--- src/design/lccv_regs.svh ---
// Purpose: Register offsets, field positions, reset values and timing counts.
// Assumes: One 100 MHz clock; register addresses are 7 bits wide in a 16-bit serial frame.
// Notes: Times are kept in their own unit; cycle counts derive from them.
`ifndef LCCV_REGS_SVH
`define LCCV_REGS_SVH

// Register addresses
`define LCCV_ADDR_FUNC_CTRL 7'h00
`define LCCV_ADDR_GATE_SUP 7'h01
`define LCCV_ADDR_CH1_ON 7'h20
`define LCCV_ADDR_CH1_OFF 7'h21
`define LCCV_ADDR_CH2_ON 7'h22
`define LCCV_ADDR_CH2_OFF 7'h23

// Function control fields
`define LCCV_FC_LINK_ALIVE 7
`define LCCV_FC_CLR_ERR 6
`define LCCV_FC_DIM_EN1 1
`define LCCV_FC_WR_MASK 8'hC6
`define LCCV_FC_RST 8'h00

// Gate supply codes
`define LCCV_GATE_RST 8'hA6
`define LCCV_GATE_MIN_CODE 8'h5D
`define LCCV_GATE_MAX_CODE 8'hA6

// Capture reset value, zero volts
`define LCCV_CAP_RST 8'h00

// Serial frame
`define LCCV_FRAME_BITS 16
`define LCCV_ADDR_LAST_BIT 7

// Synchroniser lanes
`define LCCV_SYN_SCLK 0
`define LCCV_SYN_CS_N 1
`define LCCV_SYN_MOSI 2
`define LCCV_SYN_DIM1 3
`define LCCV_SYN_SUPPLY 5
`define LCCV_SYN_RST 6'h02

// Timing
`define LCCV_CLK_PERIOD_NS 10
`define LCCV_MEAS_PER_US 100
`define LCCV_STATIC_HOLD_US 1000
`define LCCV_MEAS_CYC ((`LCCV_MEAS_PER_US * 1000) / `LCCV_CLK_PERIOD_NS)
`define LCCV_STATIC_CYC ((`LCCV_STATIC_HOLD_US * 1000) / `LCCV_CLK_PERIOD_NS)

`endif

--- src/design/lccv_pkg.sv ---
// Purpose: Types for the LED channel control and voltage capture block.
// Assumes: Constants live in lccv_regs.svh.
// Notes: All module state is one packed struct.
package lccv_pkg;

	// Serial port states, one-hot
	typedef enum logic [2:0] {
		st_idle = 3'h1,
		st_addr = 3'h2,
		st_data = 3'h4
	} lccv_spi_st_t;

	// Measurement codes from the converter, one per channel
	typedef struct packed {
		logic [1:0][7:0] code;
	} lccv_meas_t;

	// Whole state of the block
	typedef struct packed {
		lccv_spi_st_t spi_st;
		logic [4:0] bit_cnt;
		logic [15:0] rx;
		logic [7:0] tx;
		logic miso;
		logic [5:0] s1;
		logic [5:0] s2;
		logic [5:0] s3;
		logic [5:0] filt;
		logic [5:0] filt_d;
		logic [7:0] fc;
		logic [7:0] gate_code;
		logic [1:0][7:0] latest;
		logic [1:0][7:0] on_v;
		logic [1:0][7:0] off_v;
		logic [1:0][31:0] meas_cnt;
		logic [1:0][31:0] hold_cnt;
		logic err;
		logic bsuv;
		logic fsil;
		logic [1:0] gate;
	} lccv_state_t;

endpackage

--- src/design/lccv_top.sv ---
// Purpose: Channel gating, output voltage capture and control registers of a
//          two-channel LED driver, reached over a 16-bit serial port.
// Assumes: Serial clock, select, data and the dimming and supply pins are asynchronous;
//          fault_in and meas_in come from logic on mclk.
// Notes: Frame is rw, 7-bit address, 8-bit data, msb first, sampled on rising sclk.
`timescale 1ns/100ps
`include "lccv_regs.svh"

module lccv_top #(
	parameter int MEAS_CYC = `LCCV_MEAS_CYC,
	parameter int STATIC_CYC = `LCCV_STATIC_CYC
) (
	input wire logic mclk,
	input wire logic nrst,
	input wire logic spi_sclk,
	input wire logic spi_cs_n,
	input wire logic spi_mosi,
	output logic spi_miso,
	input wire logic dimming_pin_1,
	input wire logic dimming_pin_2,
	input wire logic input_supply_ok,
	input wire logic fault_in,
	input wire lccv_pkg::lccv_meas_t meas_in,
	output logic [1:0] gate_drive_out,
	output logic [7:0] gate_supply_level,
	output logic bootstrap_undervoltage,
	output logic fail_silent
);
	import lccv_pkg::*;

	localparam lccv_state_t ST_RST = '{
		spi_st: st_idle,
		s1: `LCCV_SYN_RST,
		s2: `LCCV_SYN_RST,
		s3: `LCCV_SYN_RST,
		filt: `LCCV_SYN_RST,
		filt_d: `LCCV_SYN_RST,
		fc: `LCCV_FC_RST,
		gate_code: `LCCV_GATE_RST,
		default: '0
	};

	lccv_state_t st_r;
	lccv_state_t st_nxt;
	logic [5:0] raw;
	logic [5:0] rise;
	logic [5:0] fall;
	logic wr_en;
	logic [6:0] wr_addr;
	logic [7:0] wr_data;
	logic [6:0] rd_addr;
	logic [7:0] rd_data;
	logic bs_set;
	logic clr_go;
	logic [1:0] strobe;

	// Raw pin lanes into the synchroniser
	assign raw = {input_supply_ok, dimming_pin_2, dimming_pin_1, spi_mosi, spi_cs_n, spi_sclk};

	// Register read mux; unmapped addresses read zero
	function automatic logic [7:0] rd_mux(input logic [6:0] a, input lccv_state_t s);
		logic [7:0] d;
		d = 8'h00;
		if (a == `LCCV_ADDR_FUNC_CTRL) begin
			d = s.fc & `LCCV_FC_WR_MASK;
		end else if (a == `LCCV_ADDR_GATE_SUP) begin
			d = s.gate_code;
		end else if (a == `LCCV_ADDR_CH1_ON) begin
			d = s.on_v[0];
		end else if (a == `LCCV_ADDR_CH1_OFF) begin
			d = s.off_v[0];
		end else if (a == `LCCV_ADDR_CH2_ON) begin
			d = s.on_v[1];
		end else if (a == `LCCV_ADDR_CH2_OFF) begin
			d = s.off_v[1];
		end
		return d;
	endfunction

	// Next-state logic
	always_comb begin
		st_nxt = st_r;
		wr_en = 1'b0;
		wr_addr = st_r.rx[13:7];
		wr_data = {st_r.rx[6:0], st_r.filt[`LCCV_SYN_MOSI]};
		rd_addr = {st_r.rx[5:0], st_r.filt[`LCCV_SYN_MOSI]};
		rd_data = rd_mux(rd_addr, st_r);
		rise = st_r.filt & ~st_r.filt_d;
		fall = ~st_r.filt & st_r.filt_d;
		strobe = 2'b00;

		// Three-stage pin synchroniser; a level counts once stages two and three agree
		st_nxt.s1 = raw;
		st_nxt.s2 = st_r.s1;
		st_nxt.s3 = st_r.s2;
		st_nxt.filt_d = st_r.filt;
		for (int b = 0; b < 6; b++) begin
			if (st_r.s2[b] == st_r.s3[b]) begin
				st_nxt.filt[b] = st_r.s3[b];
			end
		end

		// Serial slave; select rising aborts any unfinished frame
		case (st_r.spi_st)
			st_idle: begin
				st_nxt.miso = 1'b0;
				if (fall[`LCCV_SYN_CS_N]) begin
					st_nxt.spi_st = st_addr;
					st_nxt.bit_cnt = 5'h00;
				end
			end
			st_addr: begin
				if (st_r.filt[`LCCV_SYN_CS_N]) begin
					st_nxt.spi_st = st_idle;
				end else if (rise[`LCCV_SYN_SCLK]) begin
					st_nxt.rx = {st_r.rx[14:0], st_r.filt[`LCCV_SYN_MOSI]};
					st_nxt.bit_cnt = st_r.bit_cnt + 5'h01;
					if (st_r.bit_cnt == 5'(`LCCV_ADDR_LAST_BIT)) begin
						// Whole byte loads here; the next sclk fall puts bit 7 out
						// so the master finds it at the first data rise
						st_nxt.tx = rd_data;
						st_nxt.spi_st = st_data;
					end
				end
			end
			st_data: begin
				if (st_r.filt[`LCCV_SYN_CS_N]) begin
					st_nxt.spi_st = st_idle;
				end else if (rise[`LCCV_SYN_SCLK]) begin
					st_nxt.rx = {st_r.rx[14:0], st_r.filt[`LCCV_SYN_MOSI]};
					st_nxt.bit_cnt = st_r.bit_cnt + 5'h01;
					if (st_r.bit_cnt == 5'(`LCCV_FRAME_BITS - 1)) begin
						wr_en = st_r.rx[14];
						st_nxt.spi_st = st_idle;
					end
				end else if (fall[`LCCV_SYN_SCLK]) begin
					st_nxt.miso = st_r.tx[7];
					st_nxt.tx = {st_r.tx[6:0], 1'b0};
				end
			end
			default: begin
				st_nxt.spi_st = st_idle;
			end
		endcase

		// Error handling; a new error in the same cycle defers the clear
		bs_set = st_r.filt[`LCCV_SYN_SUPPLY] && (st_r.gate_code > `LCCV_GATE_MAX_CODE);
		clr_go = st_r.fc[`LCCV_FC_CLR_ERR] && (st_r.err || st_r.bsuv) && !fault_in && !bs_set;
		if (clr_go) begin
			st_nxt.err = 1'b0;
			st_nxt.bsuv = 1'b0;
			st_nxt.fc[`LCCV_FC_CLR_ERR] = 1'b0;
		end
		if (fault_in) begin
			st_nxt.err = 1'b1;
		end
		if (bs_set) begin
			st_nxt.bsuv = 1'b1;
		end

		// Register writes; capture registers and unmapped addresses ignore writes
		if (wr_en) begin
			if (wr_addr == `LCCV_ADDR_FUNC_CTRL) begin
				st_nxt.fc = wr_data & `LCCV_FC_WR_MASK;
			end else if (wr_addr == `LCCV_ADDR_GATE_SUP) begin
				st_nxt.gate_code = wr_data;
			end
		end

		// Per-channel measurement, capture and gating
		for (int c = 0; c < 2; c++) begin
			if (st_r.meas_cnt[c] == 32'(MEAS_CYC - 1)) begin
				st_nxt.meas_cnt[c] = 32'h0000_0000;
				strobe[c] = 1'b1;
			end else begin
				st_nxt.meas_cnt[c] = st_r.meas_cnt[c] + 32'h0000_0001;
			end
			if (st_r.filt[`LCCV_SYN_SUPPLY]) begin
				if (strobe[c]) begin
					st_nxt.latest[c] = meas_in.code[c];
				end
				if (fall[`LCCV_SYN_DIM1 + c]) begin
					st_nxt.on_v[c] = st_r.latest[c];
				end else if (rise[`LCCV_SYN_DIM1 + c]) begin
					st_nxt.off_v[c] = st_r.latest[c];
				end else if (st_r.hold_cnt[c] == 32'(STATIC_CYC - 1)) begin
					st_nxt.on_v[c] = st_r.latest[c];
					st_nxt.off_v[c] = st_r.latest[c];
				end
			end else begin
				st_nxt.latest[c] = st_r.latest[c];
			end
			if (rise[`LCCV_SYN_DIM1 + c] || fall[`LCCV_SYN_DIM1 + c]) begin
				st_nxt.hold_cnt[c] = 32'h0000_0000;
			end else if (st_r.hold_cnt[c] == 32'(STATIC_CYC - 1)) begin
				st_nxt.hold_cnt[c] = 32'h0000_0000;
			end else begin
				st_nxt.hold_cnt[c] = st_r.hold_cnt[c] + 32'h0000_0001;
			end
			// Gate runs only with pin high, enable set, supply good and no error
			st_nxt.gate[c] = st_r.filt[`LCCV_SYN_DIM1 + c]
				&& st_r.fc[`LCCV_FC_DIM_EN1 + c]
				&& st_r.filt[`LCCV_SYN_SUPPLY]
				&& !st_r.err && !st_r.bsuv;
		end

		// Fail-silent flag registered from the next error state
		st_nxt.fsil = st_nxt.err | st_nxt.bsuv;
	end

	// State register
	always_ff @(posedge mclk) begin
		if (!nrst) begin
			st_r <= ST_RST;
		end else begin
			st_r <= st_nxt;
		end
	end

	// Outputs straight from state
	assign spi_miso = st_r.miso;
	assign gate_drive_out = st_r.gate;
	assign gate_supply_level = st_r.gate_code;
	assign bootstrap_undervoltage = st_r.bsuv;
	assign fail_silent = st_r.fsil;
endmodule

--- config.mk ---
export PLATFORM = sky130hd
export DESIGN_NAME = lccv_top
export DESIGN_NICKNAME = d
export VERILOG_FILES = /design/src/design/lccv_pkg.sv /design/src/design/lccv_top.sv
export VERILOG_INCLUDE_DIRS = /design/src /design/src/design
export SDC_FILE = /design/constraint.sdc
export NUM_CORES = 1
export LEC_CHECK = 0
export ABC_AREA = 1
export BUFFER_PORTS_ARGS = -buffer_cell sky130_fd_sc_hd__buf_2
export CAP_MARGIN = 20
export CORE_MARGIN = 4
export CORE_UTILIZATION = 51
export CTS_BUF_LIST = sky130_fd_sc_hd__clkbuf_4
export CTS_CLUSTER_SIZE = 14
export DETAILED_ROUTE_END_ITERATION = 16
export GPL_TIMING_DRIVEN = 0
export PLACE_DENSITY = 0.76
export SKIP_LAST_GASP = 1
export SYNTH_ARGS = -nofsm -noshare
export SYNTH_HDL_FRONTEND = slang
export SYNTH_SLANG_ARGS = --single-unit
--- constraint.sdc ---
create_clock -name mclk -period 4.42 [get_ports mclk]
set_clock_uncertainty 0.2 [all_clocks]
set_input_delay 0.442 -clock mclk [delete_from_list [all_inputs] [get_ports mclk]]
set_output_delay 0.442 -clock mclk [all_outputs]
set_load 0.01 [all_outputs]
==> results.txt <==
- For this design the top-level I/O count stands at 38.
- For this run, the number of Yosys warnings is 0.
* Sequential cell area fraction in the yosys report: 0.404
- Multi-input logic area: 0.00622 sq mm
* Width of the die: 165 microns
- Post-Syn Instances: 1817
* Number of buffers added on ports: 36
* Maximum clock path buffer count: 3
- Worst slack on hold paths: 0.207 ns
- TritonRoute pass-1 iters: 5
* Total of flip-flops plus latches after synthesis: 253
* Met3 WL post-DR: 1830 microns
- For the worst flop-to-flop path, the logic depth is 10.
- Worst hold path stage count: 2
- Cell type of the slowest stage on the worst timing path: sky130_fd_sc_hd__dfxtp_1
* Netlist cell types: 48
- Unrepaired setup endpoints after global routing: no
- Share of async-settable or async-resettable flops after synthesis: 0
- When the netlist entered floorplanning its net count stood at 1852.
* Category of the most critical setup path: flop to flop
* Number of clock sinks: 253
* DR top layer: met4
- In this run the register-to-register setup slack is 2.19 ns.
- In this run the post-CTS setup repair buffer count came out at 0.
- Power comes to 4.68 mW.
* Placer's final routability congestion estimate: 0.940
- Slew HR: 0.569
* Worst Path Arrival: 2.54 ns
* DRC violations left: 0
- For the worst-skew pair, the clock arrives at the later sink with an insertion delay of 0.69 ns.
- Detailed placement HPWL: 22600 microns
- The net count of the finished layout is 1984.
- Post-route setup TNS: 0 ns
- Overall fraction of global-route tracks in use: 0.229
- Global routing finished with a remaining overflow of 0.
- Count of endpoints failing hold in the final timing report: 0
* Die Area: 0.0272 sq mm
- The first global-routing pass estimated 51900 microns of wire.
* Wire length per cell after detailed routing: 13.3 microns
* Sequential cell area: 0.00506 sq mm
- Fraction of final layout cells sized beyond drive strength 1: 0.131
* Most used cells in the layout excluding fill and tap cells: 392 x sky130_fd_sc_hd__nand2_1, 253 x sky130_fd_sc_hd__dfxtp_1, 245 x sky130_fd_sc_hd__inv_1, 237 x sky130_fd_sc_hd__nor2_1, 140 x sky130_fd_sc_hd__nand3_1
- Status: completed
* Layout fillers: 2325
- Initial cell density of the core: 0.517
- For this block, the via count after detailed routing is 11900.
- Startpoint kind of the worst setup timing path: flop
- Root buffer selected by CTS: sky130_fd_sc_hd__clkbuf_4
* Number of clock buffers inserted by TritonCTS: 70
- Antenna violations before repair: 1
- The core region is 0.0242 sq mm.
* Transition at the pin with the smallest max-transition slack: 0.647 ns
- For this run, the leading register cell type out of synthesis is sky130_fd_sc_hd__dfxtp_1.
- In this run the static leakage power is 5.80 nW.
* Layout overhead on the synthesized area: 13.2%
* Total number of H-tree levels: 3
- Per-cell via count in the routed design: 5.15
* Netlist area before placement: 0.0125 sq mm
* Critical path's most frequent cell: sky130_fd_sc_hd__nand2_1
* WP data required: 4.73 ns
- Final core utilization: 0.586
- Max Cap Violations: 0
- Largest net degree at the start of global routing: 12
- Sum of routed wire segments on met1: 13900 microns
- Along the worst path, the maximum fanout reaches 10.
* Most common cell after layout, fill and taps aside: sky130_fd_sc_hd__nand2_1
- Power density over the cells: 330 mW/mm^2
- Post-route cell area: 0.0142 sq mm
* TritonCTS clock tree: yes
- Derived from the worst setup path, the maximum achievable clock frequency is 448 MHz.
* Maximum vdd ir drop: 213 uV
- The die is 165 microns tall.
* Clock slew at the register clock pins of the worst setup and hold paths: 0.07 ns
- In this run the cell area measured after placement is 0.0131 sq mm.
- Cell row count: 57
- In the detailed route, the total length drawn on met2 is 14200 microns.
* Total wire length after detailed routing: 30600 microns
* Delay of the slowest cell on the worst path: 0.38 ns
- Total of endpoints with negative setup slack in the final report: 0
* Average footprint of a synthesized cell: 6.91 sq um
* Pins over their slew limit: 0
* Post-layout min period: 2.23 ns
- In this run, the number of DRC markers left after iteration 0 of detailed routing was 928.
* Min-delay worst type: flop to flop
- Once detail routing completed, the nets flagged for antenna violations numbered 0.
- Yosys mapped a number of flops with a built-in enable equal to 0.
- Number of global-route vias before repair: 11400
- STA classifies the critical path endpoint as a flop.
- Cells along the critical path: ha_1, nand2_1, nor2_1, ha_1, inv_1, nor4_4, nand2_1, buf_2, nand2_1, o211ai_1
* Share of the clock period used by the worst path after layout: 0.505
through the flow:
stage,std cells,setup WS (ns)
global placement,2177,2.16
CTS,2311,2.16
detailed placement,2177,2.12
global route,2312,2.00
finish,2312,2.19
floorplan,1817,2.48
cells by family (layout without fill, tap and decap cells):
logic type,after synthesis,in the layout,share of synthesized area
buffers and inverters,303,473,0.101
and+or+nand+nor,981,981,0.358
AOI/OAI and AO/OA,218,218,0.0907
other,0,1,0
adders and majority gates,10,10,0.00997
DFF,253,253,0.404
xor gates and xnor gates,52,52,0.0363
worst max-delay path: cells and delay by family (launching register included):
family	cells	cell delay [ns]
buf+inv	2	0.30
flops	1	0.38
fa+ha+maj	2	0.36
simple gates	5	0.74
compound gates	1	0.08
registers in the layout, indices dropped and copies added (netlist names):
| signal | flops |
|---|---|
| gate_drive_out | 2 |
| st_r | 216 |
| st_nxt | 17 |
| rd_addr | 7 |
| fail_silent | 1 |
| bootstrap_undervoltage | 1 |
| spi_miso | 1 |
| gate_supply_level | 8 |
power breakdown:
part	internal (mW)	switching [mW]	leakage [nW]
clock	1.07	0.959	0.494
sequential	2.33	0.0272	2.05
combinational	0.103	0.197	3.26
total	3.50	1.18	5.80
what timing repair did:
action | CTS | global route
endpoints found under the hold margin | 33 | 0
resized for setup | 0 | 0
hold buffers | 24 | 0
per-layer routing:
metal | up-vias | GRT usage
met4 | 0 | 0.0839
met2 | 366 | 0.380
li1 | 6107 | -
met3 | 64 | 0.0412
met1 | 5377 | 0.299
met5 | - | 0
Yosys cell counts, drive strengths merged, types with 5 or more instances:
cell type  instances  area share
a21oi            134       0.053
buf               40       0.022
clkbuf            11      0.0034
dfxtp            253        0.40
ha                10       0.010
inv              251       0.075
nand2            408        0.13
nand3            152       0.067
nand4             44       0.022
nor2             261       0.087
nor3              72       0.030
nor3b              9      0.0054
nor4               7      0.0052
o211ai             5      0.0030
o21ai             67       0.027
or2               20       0.010
xnor2             18       0.013
xor2              34       0.024
final timing paths:
path	start	to
setup reg to reg	st_r[252]	gate_supply_level[5]
hold / removal	st_nxt[215]	st_nxt[209]
setup / recovery	st_r[252]	gate_supply_level[5]
hold reg to reg	st_nxt[215]	st_nxt[209]
layout make-up:
type                       count  area share
antenna                        1    0.000176
clock buffer                  97      0.0513
clock inverter                13     0.00670
buffer                        51      0.0223
inverter                     252      0.0669
sequential                   253       0.357
timing repair buffer          60      0.0296
tap                          324      0.0286
multi-input combinational   1261       0.438
No activity file was read; power rests on OpenSTA's default activity.
